## src/rtl/tmr_pkg.sv

```systemverilog
package tmr_pkg;

    // ==========================================================
    // register offsets (byte addresses on the plain port)
    // ==========================================================
    localparam logic [7:0] ADDR_FLAGS_RUN = 8'h88;
    localparam logic [7:0] ADDR_MODE_SEL = 8'h89;
    localparam logic [7:0] ADDR_T0_LOW = 8'h8A;
    localparam logic [7:0] ADDR_T1_LOW = 8'h8B;
    localparam logic [7:0] ADDR_T0_HIGH = 8'h8C;
    localparam logic [7:0] ADDR_T1_HIGH = 8'h8D;
    localparam logic [7:0] ADDR_IRQ_EN = 8'hA8;
    localparam logic [7:0] ADDR_EXT_DIV = 8'hE7;

    // ==========================================================
    // field positions
    // ==========================================================
    localparam int FR_T1_FLAG = 7;
    localparam int FR_T1_RUN = 6;
    localparam int FR_T0_FLAG = 5;
    localparam int FR_T0_RUN = 4;
    localparam int MS_T1_CLK = 6;
    localparam int MS_T1_MODE = 4;
    localparam int MS_T0_GATE = 3;
    localparam int MS_T0_CLK = 2;
    localparam int MS_T0_MODE = 0;
    localparam int DV_T0_RATE = 4;
    localparam int DV_T1_RATE = 0;
    localparam int IE_GLOBAL = 7;
    localparam int IE_T1 = 3;
    localparam int IE_T0 = 1;

    // ==========================================================
    // reset values and counts
    // ==========================================================
    localparam logic [7:0] RST_BYTE = 8'h00;
    localparam logic [7:0] BYTE_MAX = 8'hFF;
    localparam logic [4:0] LOW5_MAX = 5'h1F;
    localparam int CPU_DIV = 12;
    localparam int RATE_W = 3;
    localparam int OSC_CNT_W = 7;

    typedef enum logic [1:0]
    {
        MODE_13BIT = 2'b00,
        MODE_16BIT = 2'b01,
        MODE_RELOAD = 2'b10,
        MODE_SPLIT = 2'b11
    } tmr_mode_e;

endpackage : tmr_pkg

```

## src/rtl/tmr_dual_timer.sv

```systemverilog
// Decided for this implementation: the plain strobed port.
`timescale 1ns/1ps
// Function
// - timer 0 modes: 13-bit, 16-bit, reload, split
// - timer 1 same first modes; code 11 reserved
// - timer 1 clock: cpu/12 or divided oscillator
// - timer 0 clock: cpu/12 or divided oscillator
// - timer 0 oscillator divider 128 down to 1
// - timer 1 oscillator divider 128 down to 1
// - gate bit gates timer 0 by pin
// - timer 1 overflow sets its flag, except in timer 0 split mode
// - timer 0 overflow sets its flag
// - flags clear on service or firmware write
// - timer enables and global enable, reset zero
// - high count bytes read-write, reset zero
// - low count bytes read-write, reset zero
// - 13-bit mode overflows from FF1F to 0000
// - reload mode copies high byte on overflow
// - split mode high byte uses timer 1 controls
// - 16-bit mode overflows from FFFF to 0000
module tmr_dual_timer
    import tmr_pkg::*;
#(
    parameter int CPU_PRESCALE = tmr_pkg::CPU_DIV
)
(
    input wire logic ref_clk_in,
    input wire logic rst_in,
    input wire logic ce_in,
    input wire logic [7:0] addr_in,
    input wire logic [7:0] wr_data_in,
    input wire logic wr_in,
    input wire logic rd_in,
    input wire logic osc_tick_in,
    input wire logic ext_irq0_pin_in,
    input wire logic timer0_irq_ack_in,
    input wire logic timer1_irq_ack_in,
    output logic [7:0] rd_data_out,
    output logic timer0_irq_req_out,
    output logic timer1_irq_req_out
);
    import tmr_pkg::*;

    // ==========================================================
    // state
    // ==========================================================
    typedef struct packed
    {
        logic [3:0] cpu_cnt;
        logic timer1_overflow_flag;
        logic timer1_run;
        logic timer0_overflow_flag;
        logic timer0_run;
        logic timer1_clock_select;
        tmr_mode_e timer1_mode_field;
        logic timer0_pin_gating;
        logic timer0_clock_select;
        tmr_mode_e timer0_mode_field;
        logic [2:0] timer0_ext_div_field;
        logic [2:0] timer1_ext_div_field;
        logic global_irq_enable;
        logic timer1_irq_enable;
        logic timer0_irq_enable;
        logic [7:0] timer0_count_high;
        logic [7:0] timer0_count_low;
        logic [7:0] timer1_count_high;
        logic [7:0] timer1_count_low;
        logic [7:0] rd_data;
        logic irq0_req;
        logic irq1_req;
    } tmr_core_s;

    tmr_core_s s_r;
    tmr_core_s s_nxt;

    // ==========================================================
    // clock sources
    // ==========================================================
    logic cpu12_tick;
    logic [1:0] osc_div_tick;
    logic [1:0][2:0] osc_rate;
    logic t0_tick;
    logic t1_tick;
    logic t0_lo_en;
    logic t0_hi_en;
    logic t1_en;
    logic [16:0] t0_step;
    logic [16:0] t1_step;
    logic [8:0] t0_hi_split;
    logic t0_ovf;
    logic t1_ovf;
    logic wr_t0_lo;
    logic wr_t0_hi;
    logic wr_fr;

    assign cpu12_tick =
        (s_r.cpu_cnt == 4'(CPU_PRESCALE - 1));
    assign osc_rate[0] = s_r.timer0_ext_div_field;
    assign osc_rate[1] = s_r.timer1_ext_div_field;

    generate
        for (genvar i = 0; i < 2; i++)
        begin : g_osc_div
            tmr_prescale u_pre
            (
                .ref_clk_in(ref_clk_in),
                .rst_in(rst_in),
                .ce_in(ce_in),
                .tick_in(osc_tick_in),
                .rate_in(osc_rate[i]),
                .tick_out(osc_div_tick[i])
            );
        end
    endgenerate

    assign t0_tick = (s_r.timer0_clock_select ? osc_div_tick[0]
        : cpu12_tick)
        && (!s_r.timer0_pin_gating || ext_irq0_pin_in);
    assign t1_tick = s_r.timer1_clock_select ? osc_div_tick[1]
        : cpu12_tick;

    // ==========================================================
    // counting
    // ==========================================================
    // returns {overflow, high, low} after one count
    function automatic logic [16:0] tmr_step(input tmr_mode_e m,
        input logic [7:0] hi, input logic [7:0] lo);
        logic [5:0] c5;
        logic [8:0] c8;
        logic [16:0] c16;
        c5 = {1'b0, lo[4:0]} + 6'h01;
        c8 = {1'b0, lo} + 9'h001;
        c16 = {1'b0, hi, lo} + 17'h00001;
        case (m)
            MODE_13BIT:
                tmr_step = {c5[5] && (hi == BYTE_MAX),
                    c5[5] ? 8'(hi + 8'h01) : hi, lo[7:5], c5[4:0]};
            MODE_16BIT:
                tmr_step = c16;
            MODE_RELOAD:
                tmr_step = {c8[8], hi, c8[8] ? hi : c8[7:0]};
            default:
                tmr_step = {c8[8], hi, c8[7:0]};
        endcase
    endfunction : tmr_step

    assign t0_lo_en = s_r.timer0_run && t0_tick;
    assign t0_hi_en = s_r.timer1_run && cpu12_tick;
    assign t1_en = (s_r.timer0_mode_field == MODE_SPLIT)
        ? (s_r.timer1_mode_field != MODE_SPLIT) && t1_tick
        : (s_r.timer1_mode_field != MODE_SPLIT)
            && s_r.timer1_run && t1_tick;
    assign t0_step = tmr_step(s_r.timer0_mode_field,
        s_r.timer0_count_high, s_r.timer0_count_low);
    assign t1_step = tmr_step(s_r.timer1_mode_field,
        s_r.timer1_count_high, s_r.timer1_count_low);
    assign t0_hi_split = {1'b0, s_r.timer0_count_high} + 9'h001;
    assign t0_ovf = t0_lo_en && t0_step[16];
    assign t1_ovf = (s_r.timer0_mode_field == MODE_SPLIT)
        ? t0_hi_en && t0_hi_split[8]
        : t1_en && t1_step[16];

    assign wr_t0_lo = wr_in && (addr_in == ADDR_T0_LOW);
    assign wr_t0_hi = wr_in && (addr_in == ADDR_T0_HIGH);
    assign wr_fr = wr_in && (addr_in == ADDR_FLAGS_RUN);

    // ==========================================================
    // next state
    // ==========================================================
    always_comb
    begin
        s_nxt = s_r;
        s_nxt.cpu_cnt = cpu12_tick ? 4'h0 : 4'(s_r.cpu_cnt + 4'h1);
        if (t0_lo_en)
        begin
            s_nxt.timer0_count_low = t0_step[7:0];
            if (s_r.timer0_mode_field != MODE_SPLIT)
                s_nxt.timer0_count_high = t0_step[15:8];
        end
        if ((s_r.timer0_mode_field == MODE_SPLIT) && t0_hi_en)
            s_nxt.timer0_count_high = t0_hi_split[7:0];
        if (t1_en)
        begin
            s_nxt.timer1_count_low = t1_step[7:0];
            s_nxt.timer1_count_high = t1_step[15:8];
        end
        // flag clear by service acknowledge
        if (timer0_irq_ack_in)
            s_nxt.timer0_overflow_flag = 1'b0;
        if (timer1_irq_ack_in)
            s_nxt.timer1_overflow_flag = 1'b0;
        // register writes; reserved bits are simply not stored
        if (wr_in)
        begin
            case (addr_in)
                ADDR_FLAGS_RUN:
                begin
                    s_nxt.timer1_overflow_flag = wr_data_in[FR_T1_FLAG];
                    s_nxt.timer1_run = wr_data_in[FR_T1_RUN];
                    s_nxt.timer0_overflow_flag = wr_data_in[FR_T0_FLAG];
                    s_nxt.timer0_run = wr_data_in[FR_T0_RUN];
                end
                ADDR_MODE_SEL:
                begin
                    s_nxt.timer1_clock_select = wr_data_in[MS_T1_CLK];
                    s_nxt.timer1_mode_field =
                        tmr_mode_e'(wr_data_in[MS_T1_MODE+:2]);
                    s_nxt.timer0_pin_gating = wr_data_in[MS_T0_GATE];
                    s_nxt.timer0_clock_select = wr_data_in[MS_T0_CLK];
                    s_nxt.timer0_mode_field =
                        tmr_mode_e'(wr_data_in[MS_T0_MODE+:2]);
                end
                ADDR_T0_LOW: s_nxt.timer0_count_low = wr_data_in;
                ADDR_T1_LOW: s_nxt.timer1_count_low = wr_data_in;
                ADDR_T0_HIGH: s_nxt.timer0_count_high = wr_data_in;
                ADDR_T1_HIGH: s_nxt.timer1_count_high = wr_data_in;
                ADDR_IRQ_EN:
                begin
                    s_nxt.global_irq_enable = wr_data_in[IE_GLOBAL];
                    s_nxt.timer1_irq_enable = wr_data_in[IE_T1];
                    s_nxt.timer0_irq_enable = wr_data_in[IE_T0];
                end
                ADDR_EXT_DIV:
                begin
                    s_nxt.timer0_ext_div_field =
                        wr_data_in[DV_T0_RATE+:RATE_W];
                    s_nxt.timer1_ext_div_field =
                        wr_data_in[DV_T1_RATE+:RATE_W];
                end
                default: ;
            endcase
        end
        // a hardware overflow wins over any clear in the same cycle
        if (t0_ovf)
            s_nxt.timer0_overflow_flag = 1'b1;
        if (t1_ovf)
            s_nxt.timer1_overflow_flag = 1'b1;
        s_nxt.irq0_req = s_nxt.timer0_overflow_flag
            && s_nxt.timer0_irq_enable && s_nxt.global_irq_enable;
        s_nxt.irq1_req = s_nxt.timer1_overflow_flag
            && s_nxt.timer1_irq_enable && s_nxt.global_irq_enable;
        // read data stand for one cycle only
        s_nxt.rd_data = RST_BYTE;
        if (rd_in)
        begin
            case (addr_in)
                ADDR_FLAGS_RUN:
                    s_nxt.rd_data = {s_r.timer1_overflow_flag,
                        s_r.timer1_run, s_r.timer0_overflow_flag,
                        s_r.timer0_run, 4'h0};
                ADDR_MODE_SEL:
                    s_nxt.rd_data = {1'b0, s_r.timer1_clock_select,
                        s_r.timer1_mode_field, s_r.timer0_pin_gating,
                        s_r.timer0_clock_select, s_r.timer0_mode_field};
                ADDR_T0_LOW: s_nxt.rd_data = s_r.timer0_count_low;
                ADDR_T1_LOW: s_nxt.rd_data = s_r.timer1_count_low;
                ADDR_T0_HIGH: s_nxt.rd_data = s_r.timer0_count_high;
                ADDR_T1_HIGH: s_nxt.rd_data = s_r.timer1_count_high;
                ADDR_IRQ_EN:
                    s_nxt.rd_data = {s_r.global_irq_enable, 3'h0,
                        s_r.timer1_irq_enable, 1'b0,
                        s_r.timer0_irq_enable, 1'b0};
                ADDR_EXT_DIV:
                    s_nxt.rd_data = {1'b0, s_r.timer0_ext_div_field,
                        1'b0, s_r.timer1_ext_div_field};
                default: s_nxt.rd_data = RST_BYTE;
            endcase
        end
    end

    always_ff @(posedge ref_clk_in)
    begin
        if (rst_in)
            s_r <= '0;
        else if (ce_in)
            s_r <= s_nxt;
    end

    assign rd_data_out = s_r.rd_data;
    assign timer0_irq_req_out = s_r.irq0_req;
    assign timer1_irq_req_out = s_r.irq1_req;
endmodule : tmr_dual_timer

```

## src/rtl/tmr_prescale.sv

```systemverilog
`timescale 1ns/1ps
module tmr_prescale
    import tmr_pkg::*;
(
    input wire logic ref_clk_in,
    input wire logic rst_in,
    input wire logic ce_in,
    input wire logic tick_in,
    input wire logic [tmr_pkg::RATE_W-1:0] rate_in,
    output logic tick_out
);
    import tmr_pkg::*;

    typedef struct packed
    {
        logic [OSC_CNT_W-1:0] cnt;
    } tmr_pre_s;

    tmr_pre_s state_r;
    tmr_pre_s state_nxt;
    logic [OSC_CNT_W-1:0] limit;

    // divide by 128 at code 0, halving per step, by 1 at the top code
    assign limit = OSC_CNT_W'((8'h80 >> rate_in) - 8'h01);
    assign tick_out = tick_in && (state_r.cnt >= limit);

    always_comb
    begin
        state_nxt = state_r;
        if (tick_in)
        begin
            if (state_r.cnt >= limit)
                state_nxt.cnt = '0;
            else
                state_nxt.cnt = state_r.cnt + OSC_CNT_W'(1);
        end
    end

    always_ff @(posedge ref_clk_in)
    begin
        if (rst_in)
            state_r <= '0;
        else if (ce_in)
            state_r <= state_nxt;
    end

endmodule : tmr_prescale

```

## config.mk

```make
export PLATFORM = sky130hd
export DESIGN_NAME = tmr_dual_timer
export DESIGN_NICKNAME = d
export VERILOG_FILES = /design/src/rtl/tmr_pkg.sv /design/src/rtl/tmr_dual_timer.sv /design/src/rtl/tmr_prescale.sv
export SDC_FILE = /design/constraint.sdc
export NUM_CORES = 1
export LEC_CHECK = 0
export ABC_AREA = 1
export BUFFER_PORTS_ARGS = -buffer_cell sky130_fd_sc_hd__buf_2
export CORE_AREA = 2 2 110 112
export CTS_BUF_LIST = sky130_fd_sc_hd__clkbuf_16
export DETAILED_ROUTE_END_ITERATION = 10
export DIE_AREA = 0 0 112 114
export HOLD_SLACK_MARGIN = 0.06
export PLACE_DENSITY = 0.74
export SETUP_SLACK_MARGIN = 0.02
export SLEW_MARGIN = 5
export SYNTH_ARGS = -nofsm -noshare
export SYNTH_HDL_FRONTEND = slang
export SYNTH_HIERARCHICAL = 1
export SYNTH_SLANG_ARGS = --single-unit
```

## constraint.sdc

```tcl
create_clock -name ref_clk_in -period 3.9 [get_ports ref_clk_in]
set_input_delay 0.39 -clock ref_clk_in [delete_from_list [all_inputs] [get_ports ref_clk_in]]
set_output_delay 0.39 -clock ref_clk_in [all_outputs]
set_load 0.1 [all_outputs]
```

# After elaboration in Yosys (flattened, before gate mapping)
# Index checks and enable logic that the tools add are counted.
[word_totals]
reg_bits = 80
input_bits = 25
out_inout_bits = 10
word_cells = 118
[op_classes]
n_addsub = 14
order_cmp = 2
eq_ne = 18
shift = 2
n_mux = 32
reduce_logical = 26
[op_table]
columns = ["cell", "n"]
rows = [
  ["one-hot mux 17 bit (3 select lines)", 2],
  ["two-way mux 8 bit", 11],
  ["== test 8 bit, second input constant", 10],
  ["one-hot mux 8 bit (8 select lines)", 1],
  ["two-way mux 52 bit", 1],
  ["adder 16 x 1 -> 17 bit, second input constant", 2],
  ["two-way mux 16 bit", 2],
  ["adder 8 x 1 -> 9 bit, second input constant", 3],
  ["two-way mux 7 bit", 3],
  ["logical AND 1 bit", 18],
  ["adder 8 x 1 -> 8 bit, second input constant", 2],
  ["right shift 8 x 3 -> 7 bit, first input constant", 2],
  ["adder 7 x 1 -> 7 bit, second input constant", 2],
  [">= comparator 7 bit", 2],
  ["subtractor 7 x 1 -> 7 bit, second input constant", 2],
  ["adder 5 x 1 -> 6 bit, second input constant", 2],
  ["AND reduction 3 bit", 3],
  ["two-way mux 1 bit", 8],
  ["two-way mux 4 bit", 2],
  ["== test 2 bit, second input constant", 3],
  ["two-way mux 6 bit", 1],
  ["adder 4 x 1 -> 4 bit, second input constant", 1],
  ["== test 2 x 1 -> 1 bit, second input constant", 2],
  ["== test 4 bit, second input constant", 1],
  ["other kinds (6)", 8],
]

# Depth between registers and ports, before layout
# Gate-level depths: netlist of run 1.
[depth]
ltp_word = 14
mapped_depth = 26
ltp_nobuf = 25

# Hierarchy
# The synthesis of run 1 kept the hierarchy.
[by_module_without_submodules]
columns = ["module", "n_inst", "cells_per_inst", "area_per_inst_um2", "seq_area_each_um2"]
rows = [
  ["tmr_dual_timer", 1, 860, 5266.3, 1321.3],
  ["tmr_prescale", 2, 85, 606.8, 140.1],
]

# Worst setup path after synthesis of run 1
# No wires, ideal clock.
[synth_timing]
path_type = "reg2reg"
from = "reg s_r, in the netlist osc_rate[1]"
to = "reg s_r[39] in the netlist's numbering"
setup_ns = 0.132
arrival_time_ns = 2.788
required_time_ns = 3.768
path_slack_ns = 0.980
path_stages_with_launch = 26
path_buffers = 1
period_less_slack_ns = 2.920
path_cell_list = "dfxtp_1 nand3_1 ha_1 o21ai_1 a21oi_1 xor2_1 ha_1 nand2_1 nor2_1 nand3_1 nand3_1 and2_1 inv_1 nand2_1 nand2_1 nor2_1 nand2_1 buf_2 nor2_1 nand3_1 nand2_1 nand2_1 nand2_1 nand2_1 nand2_1 a21oi_1"
[synth_between]
elab_chain_len = 11
[synth_rtl]
columns = ["item", "line", "rtl"]
rows = [
  ["start, declared", "tmr_dual_timer.sv:73", "tmr_core_s s_r;"],
  ["start signal, assigned", "tmr_dual_timer.sv:276", "s_r <= s_nxt;"],
  ["right shift 8 x 3 -> 7 bit (*)", "tmr_prescale.sv:24", "assign limit = OSC_CNT_W'((8'h80 >> rate_in) - 8'h01);"],
  ["subtractor 7 x 1 -> 7 bit (*)", "tmr_prescale.sv:24", ""],
  [">= comparator 7 bit (*)", "tmr_prescale.sv:25", "assign tick_out = tick_in && (state_r.cnt >= limit);"],
  ["logical AND 1 bit (*)", "tmr_prescale.sv:25", ""],
  ["net osc_div_tick[0]", "tmr_dual_timer.sv:80", "logic [1:0] osc_div_tick;"],
  ["two-way mux 1 bit (*)", "tmr_dual_timer.sv:116", "assign t0_tick = (s_r.timer0_clock_select ? osc_div_tick[0]"],
  ["logical AND 1 bit (*)", "tmr_dual_timer.sv:118", "&& (!s_r.timer0_pin_gating || ext_irq0_pin_in);"],
  ["logical AND 1 bit (*)", "tmr_dual_timer.sv:147", "assign t0_lo_en = s_r.timer0_run && t0_tick;"],
  ["two-way mux 16 bit (*)", "tmr_dual_timer.sv:174", "if (t0_lo_en)"],
  ["two-way mux 8 bit (*)", "tmr_dual_timer.sv:180", "if ((s_r.timer0_mode_field == MODE_SPLIT) && t0_hi_en)"],
  ["two-way mux 8 bit", "tmr_dual_timer.sv:195", "case (addr_in)"],
  ["two-way mux 52 bit (*)", "tmr_dual_timer.sv:193", "if (wr_in)"],
]
# Mark *: on every way through the listed nets, which the timed path passes. The rest lies on a longest branch.
# A chain may end at the register's enable or synchronous reset.

# Worst setup path after layout of run 1
[layout_timing]
from = "reg s_r, in the netlist osc_rate[1]"
to = "reg s_r[29] in the netlist's numbering"
[layout_between]
elab_chain_len = 10
[layout_rtl]
columns = ["item", "line"]
rows = [
  ["right shift 8 x 3 -> 7 bit (*)", "tmr_prescale.sv:24"],
  ["subtractor 7 x 1 -> 7 bit (*)", "tmr_prescale.sv:24"],
  [">= comparator 7 bit (*)", "tmr_prescale.sv:25"],
  ["logical AND 1 bit (*)", "tmr_prescale.sv:25"],
  ["net osc_div_tick[0]", "tmr_dual_timer.sv:80"],
  ["two-way mux 1 bit (*)", "tmr_dual_timer.sv:116"],
  ["logical AND 1 bit (*)", "tmr_dual_timer.sv:118"],
  ["logical AND 1 bit (*)", "tmr_dual_timer.sv:147"],
  ["two-way mux 16 bit (*)", "tmr_dual_timer.sv:174"],
  ["two-way mux 8 bit", "tmr_dual_timer.sv:195"],
  ["two-way mux 52 bit (*)", "tmr_dual_timer.sv:193"],
]
# Marked as above.

==> summary.txt, run 1 <==
Status
  – Outcome: complete, no violations

Floorplan
  – Row count: 40
  – Core ar.: 0.0117 sq mm
  – Initial Util: 55.3%
  – Die Width: 112 um
  – Die area: 0.0128 sq mm
  – I/O pins: 35
  – Chip Height: 114 um

Synthesis
  – Syn Area/Cell: 6.29 sq um
  – YS warnings: 6
  – Ys flop type: dfxtp_1
  – Leading area contributor after synthesis: dfxtp_1
  – Post-synth EDFFs: 0
  – Cells after synthesis: 1030
  – Syn_nets: 1078
  – Yosys cell types: 45
  – Mapped cell area: 0.00648 sq mm
  – Top area cells in the synthesized netlist: dfxtp_1 (25%), nand2_1 (15%), a21oi_1 (8.6%)
  – #FFs+latches synth: 80
  – Seq/Total Area, Yosys: 24.7%
  – Top-area cell type share of the netlist area: 24.7%
  – FFs w/ async S/R, synth: 0%

Clock tree
  – CTS tree: yes
  – Worst skew pair latency: 0.35 ns
  – Post-CTS Setup Bufs: 0
  – Total CTS buffers: 9
  – Hold buffers post-CTS: 0
  – Clk buf depth: 2
  – Sink Count: 80
  – Post-cts repair resize count: 0
  – Clock slew at the register clock pins of the worst setup and hold paths: 0.07 ns
  – H-tree depth: 3
  – Root Driver: clkbuf_16

STA
  – RSZ-0062 raised after global routing: no
  – Setup TNS: 0 ns
  – Fmax: 284 MHz
  – Setup ws final: 0.378 ns
  – Final hold viol count: 0
  – Final Critical Period: 3.52 ns
  – Slew at the pin closest to its max-slew limit: 0.645 ns
  – Max-slew violations: 0
  – Slew headroom: 57.0%
  – Final Setup Violations: 0
  – Worst clock skew: 0.00791 ns
  – Fin crit share: 90.3%

GRT
  – Number of antenna violations at the first check in global routing: 0
  – Largest net degree at the start of global routing: 47
  – First-pass GRT wire length: 31600 um
  – All-Layer GR Usage: 31.1%
  – Global route total overflow: 0
  – Vias in the first global route: 6223

Critical path
  – CP most frequent cell: nand2_1
  – Worst Setup Start Kind: register
  – Worst path bufs/invs: 3
  – CP Data Required Time: 4.11 ns
  – CP top delay family: simple AND/OR/NAND/NOR gates
  – Crit-path max FO: 11
  – Crit. End Element: register
  – Cells along the critical path: nand3_1 > ha_1 > o21ai_1 > a21oi_1 > xor2_1 > ha_1 > nand2_1 > inv_1 > a21oi_1 > nand3_1 > and2_1 > inv_1 > nand2_1 > nand2_1 > nor2_1 > nand2_1 > clkinv_1 > o211ai_1 > nand2_1 > o21ai_1 > a21oi_1
  – CP max stage cell: dfxtp_1
  – Worst EP arrival: 3.73 ns
  – Critical path class: reg2reg
  – Critical path's largest stage delay: 0.44 ns

Power and ir drop
  – Peak supply drop: 0.251 mV
  – Pwr Density: 252 mW/mm^2
  – Pleak: 3.01 nW

Place
  – Port buffer count: 34
  – Pre-CTS setup slack: 0.488 ns
  – Routability congestion estimate: 1.07
  – DP Wirelength: 14600 um

Finish
  – Final Util: 58.8%
  – Antenna cells: 0
  – Register Area: 0.00160 sq mm
  – Area grow syn2layout: 6.31%
  – Share of cells above drive strength 1: 11.3%
  – Area of the multi-input gates: 0.00415 sq mm
  – Filler cells: 1192
  – Fin nets: 1087

Detailed routing
  – Post-route DRC: 0
  – Wire per inst: 16.7 um
  – Final WL: 19900 um
  – DR vias/cell: 5.83
  – First drt pass iteration count: 5
  – Total number of vias: 6938
  – DR iter-0 viols: 819
  – Antenna Nets Post-Route: 0

Run
  – MaxCap Viol Count: 0

Min path
  – Worst hold path type: in2reg
-- state kept, by name, indices dropped and copies added, names as in the netlist --
register                 cells
s_r                         50
osc_rate                     6
g_osc_div.u_pre/state_r     14
timer0_irq_req_out           1
timer1_irq_req_out           1
rd_data_out                  8
-- kinds of logic after synthesis --
kind of cell               after synthesis  share of synthesized area, %
xor gates and xnor gates                27                          3.65
AOI/OAI and AO/OA                      236                          20.5
and+or+nand+nor                        488                          35.1
DFF                                     80                          24.7
buffers and inverters                  174                          11.3
adders and majority gates               23                          4.44
muxes                                    2                         0.309
-- cells in the final DEF (no fill, tap or decap), types with 13 or more instances in the layout --
| cell type | instances |
|---|---|
| buf_2 | 34 |
| nand3_1 | 64 |
| nand2_1 | 265 |
| nand2_2 | 14 |
| nor2_1 | 80 |
| inv_1 | 122 |
| o21ai_1 | 13 |
| a21oi_1 | 111 |
| o22ai_1 | 19 |
| nand4_1 | 21 |
| dfxtp_1 | 80 |
| xor2_1 | 24 |
| ha_1 | 23 |
| o21ai_0 | 55 |
-- power breakdown --
part | total (mW) | internal (mW) | leakage (nW) | switching [mW]
registers | 0.834 | 0.826 | 0.646 | 0.00815
logic | 0.137 | 0.0365 | 2.24 | 0.101
clock network | 0.763 | 0.418 | 0.127 | 0.344
-- Yosys cell counts, drive strengths merged (9+ instances only) --
library cell  number
nand2            282
dfxtp             80
clkbuf            14
o21ai             71
inv              134
o22ai             19
a21oi            112
buf               25
nor2             106
nand4             23
ha                23
nand3             67
xor2              24
o211ai             9
-- worst min-delay path, cell delays in order --
cell and delay, ns:
buf_2 0.09, a21oi_1 0.05, a21oi_1 0.13
-- metal layers --
metal	track usage, %	share of wire [%]	vias to the layer above	routed length [um]
li1	-	-	3411	-
met1	40.1	42	3075	8300
met2	49.9	44	387	8750
met3	5.26	9.5	65	1890
met4	16.7	4.7	0	932
met5	0	0	-	0
-- cell type report --
class	instances	area share, %
multi-input cells	776	60.2
flip-flops and latches	80	23.2
inverters	135	7.43
clock buffers	9	3.27
repair buffers	37	2.80
well taps	147	2.67
clock inverters	6	0.418
-- final timing paths --
path | slack, ns | cells past startpoint | endpoint | start
setup reg to reg | 0.38 | 21 | s_r[29]$_SDFFE_PP0P_ | osc_rate[1]$_SDFFE_PP0P_
hold / removal | 0.35 | 3 | s_r[25]$_SDFFE_PP0P_ | wr_data_in[7]
hold reg to reg | 0.47 | 2 | rd_data_out[1]$_SDFFE_PP0P_ | rd_data_out[1]$_SDFFE_PP0P_
setup / recovery | 0.38 | 21 | s_r[29]$_SDFFE_PP0P_ | osc_rate[1]$_SDFFE_PP0P_
-- metrics by stage --
stage	hold WS, ns	power, mW	instances	instance area [sq um]
4_1_cts	0.344	1.75	1190	6890
6_report	0.351	1.73	1190	6890
3_3_place_gp	0.451	0.986	1175	6640
2_1_floorplan	0.446	0.935	1030	6480
3_5_place_dp	0.458	0.986	1175	6640
5_1_grt	0.359	1.80	1190	6890
No activity file was read; power rests on OpenSTA's default activity.
==> inputs of run 2 (changes only) <==
- ABC_AREA: 1 -> default
- CORE_AREA: 2 2 110 112 -> 2 2 107 109
- DIE_AREA: 0 0 112 114 -> 0 0 109 111
==> summary.txt, run 2 <==
Floorplan
  – Initial Util: 55.3% (about the same)
  – Chip Height: 111 um (-2.6%)
  – Row count: 39 (-2.5%)
  – Core ar.: 0.0111 sq mm (-5.4%)
  – Die Width: 109 um (-2.7%)
  – I/O pins: 35 (unchanged)
  – Die area: 0.0121 sq mm (-5.2%)

Critical path
  – Cells along the critical path: nand3b_1 > ha_1 > mux2i_1 > a21oi_1 > ha_1 > a211o_1 > a21oi_2 > o21ai_2 > and2_2 > and2_1 > o211a_1 > nand2_2 > nor2_1 > o211a_1 > a2111oi_0
  – Critical path's largest stage delay: 0.47 ns (+0.03 ns)
  – Critical path class: reg2reg
  – CP Data Required Time: 4.13 ns (+0.02 ns)
  – Crit. End Element: register
  – Crit-path max FO: 10 (-1)
  – Worst EP arrival: 3.81 ns (+0.08 ns)
  – CP max stage cell: dfxtp_1
  – Worst Setup Start Kind: register

Synthesis
  – Top area cells in the synthesized netlist: dfxtp_1 (26%), mux2i_1 (6.4%), ha_1 (4.7%)
  – Seq/Total Area, Yosys: 26.1% (+1.4 points)
  – Post-synth top cells: dfxtp_1 (80), nand2_1 (73), nor2_1 (69)
  – Cells after synthesis: 792 (-23%)
  – FFs w/ async S/R, synth: 0% (unchanged)
  – #FFs+latches synth: 80 (unchanged)
  – Simple-Gate Fraction of Synth Area: 25.5% (-9.6 points)
  – Compound-gate portion of the synthesized area: 28.2% (+7.7 points)
  – Post-Synth XOR/XNOR Area: 2.86% (-0.79 points)
  – Post-synth EDFFs: 0 (unchanged)
  – Syn Area/Cell: 7.74 sq um (+23%)
  – Leading area contributor after synthesis: dfxtp_1
  – Top-area cell type share of the netlist area: 26.1% (+1.4 points)
  – Syn_nets: 840 (-22%)
  – YS warnings: 6 (unchanged)
  – Top-count cell post-synth: dfxtp_1
  – Ys flop type: dfxtp_1
  – Yosys cell types: 83 (+84%)
  – Multiplexer share of the synthesized area: 6.37% (+6.1 points)
  – Mapped cell area: 0.00613 sq mm (-5.4%)
  – Synth Area in Adders: 4.70% (+0.26 points)
  – Largest family of logic cells by synthesized area: compound AO/OA/AOI/OAI gates

Power and ir drop
  – Pleak: 2.40 nW (-20%)
  – Post-route total power: 1.86 mW (+7.1%)
  – Peak supply drop: 0.209 mV (-17%)
  – Pwr Density: 283 mW/mm^2 (+12%)

GRT
  – First-pass GRT wire length: 31400 um (-0.48%)
  – Vias in the first global route: 5946 (-4.5%)
  – All-Layer GR Usage: 33.3% (+2.2 points)
  – Largest net degree at the start of global routing: 43 (-8.5%)
  – Number of antenna violations at the first check in global routing: 0 (unchanged)
  – Global route total overflow: 0 (unchanged)

STA
  – Final Setup Violations: 0 (unchanged)
  – Slew at the pin closest to its max-slew limit: 0.902 ns (+0.257 ns)
  – Slew headroom: 39.8% (-17 points)
  – Final hold viol count: 0 (unchanged)
  – Final Critical Period: 3.58 ns (+0.0573 ns)
  – Worst clock skew: 0.00677 ns (-0.00114 ns)
  – Fmax: 279 MHz (-1.6%)
  – Setup TNS: 0 ns (unchanged)
  – RSZ-0062 raised after global routing: no
  – Setup ws final: 0.320 ns (-0.0573 ns)
  – Fin crit share: 91.8% (+1.5 points)
  – Max-slew violations: 0 (unchanged)
  – Final hold slack: 0.397 ns (+0.0456 ns)

Status
  – Outcome: complete, no violations

Detailed routing
  – Final WL: 19800 um (-0.27%)
  – Total number of vias: 6439 (-7.2%)
  – Wire per inst: 21.3 um (+28%)
  – DR vias/cell: 6.92 (+19%)
  – DR iter-0 viols: 834 (+1.8%)
  – Antenna Nets Post-Route: 0 (unchanged)
  – First drt pass iteration count: 8 (+3)
  – Post-route DRC: 0 (unchanged)

Finish
  – Area grow syn2layout: 7.33%
  – Commonest non-fill, non-tap cells in the layout: dfxtp_1 (75), nand2_1 (72), nor2_1 (69)
  – Max reg flops: 50 (unchanged)
  – Most common cell after layout, fill and taps aside: dfxtp_1
  – Antenna cells: 0 (unchanged)
  – Post-route non-filler standard cell count: 930 (-22%)
  – Share of cells above drive strength 1: 11.4% (+0.12 points)
  – Fin nets: 830 (-24%)
  – Register with the most flip-flops: s_r

Place
  – DP Wirelength: 14100 um (-3.6%)
  – Routability congestion estimate: 1.01 (-5.4%)
  – Port buffer count: 34 (unchanged)
  – Pre-CTS setup slack: 0.113 ns (-0.375 ns)
  – Placed cell count: 913 (-22%)

Clock tree
  – Sink Count: 80 (unchanged)
  – Clock slew at the register clock pins of the worst setup and hold paths: 0.06 ns (about the same)
  – Worst skew pair latency: 0.35 ns (about the same)
  – Clk buf depth: 2 (unchanged)
  – Root Driver: clkbuf_16
  – Total CTS buffers: 9 (unchanged)
  – CTS tree: yes
  – H-tree depth: 3 (unchanged)
  – Hold buffers post-CTS: 0 (unchanged)

Run
  – MaxCap Viol Count: 0 (unchanged)

Min path
  – Worst hold path type: in2reg
[run 2: cell count changes in the layout (fill, tap and decap cells not counted), sizes merged, moves of 35 or more]
cell / previous run / this run
a21oi: 112 / 44
nand2: 282 / 74
mux2i: 2 / 39
inv: 135 / 22
nor2: 106 / 69
nand3: 67 / 32
[run 2: worst paths after layout]
kind                            cells after the start                          end  slack (ns)                   startpoint
worst min register to register                      2  rd_data_out[7]$_SDFFE_PP0P_        0.44  rd_data_out[7]$_SDFFE_PP0P_
worst min-delay path                                3         s_r[57]$_SDFFE_PP0P_        0.40                wr_data_in[6]
worst max register to register                     15         s_r[22]$_SDFFE_PP0P_        0.32     osc_rate[3]$_SDFFE_PP0P_
worst max-delay path                               15         s_r[22]$_SDFFE_PP0P_        0.32     osc_rate[3]$_SDFFE_PP0P_
[run 2: worst max-delay path: cells and delay by family (launching register included)]
kind	cells	cell delay, ns
and+or+nand+nor	5	0.86
DFF	1	0.47
adders and majority gates	2	0.57
AOI/OAI and AO/OA	7	1.34
muxes	1	0.22
[run 2: metal layers]
| metal | track usage [%] | up-vias | share of wire (%) |
|---|---|---|---|
| met3 | 8.29 | 76 | 11 |
| li1 | - | 2979 | - |
| met4 | 17.3 | 2 | 4.8 |
| met1 | 43.8 | 2989 | 40 |
| met2 | 49.5 | 393 | 44 |
| met5 | 4.46 | - | 0.33 |
[run 2: repair_timing]
| action | in CTS | in global routing |
|---|---|---|
| endpoints found under the setup margin | 0 | 13 |
| gates resized for setup | 0 | 8 |
| buffers inserted | 0 | 1 |
[run 2: metrics by stage]
stage                     utilization (%)  instance area, sq um
after floorplan                         -                  6130
after global placement               56.5                  6260
after detailed placement             56.5                  6260
after CTS                            59.1                  6550
after global routing                 59.4                  6580
final                                59.4                  6580
[run 2: kinds of logic after synthesis]
kind of cell,after synthesis
mux,39
xor+xnor,20
compound gates,243
buf+inv,89
simple gates,298
fa+ha+maj,23
flops,80
[run 2: layout make-up]
class | instances | area (sq um)
fillers | 1000 | 4500
multi-input cells | 623 | 4160
flip-flops and latches | 80 | 1610
repair buffers | 46 | 260
clock buffers | 9 | 225
well taps | 143 | 179
inverters | 22 | 82.6
clock inverters | 7 | 63.8
[run 2: power by group]
group	total [mW]	internal, mW	switching [mW]	leakage (nW)
logic	0.156	0.0527	0.104	1.61
clock network	0.845	0.490	0.355	0.146
registers	0.856	0.830	0.0263	0.650
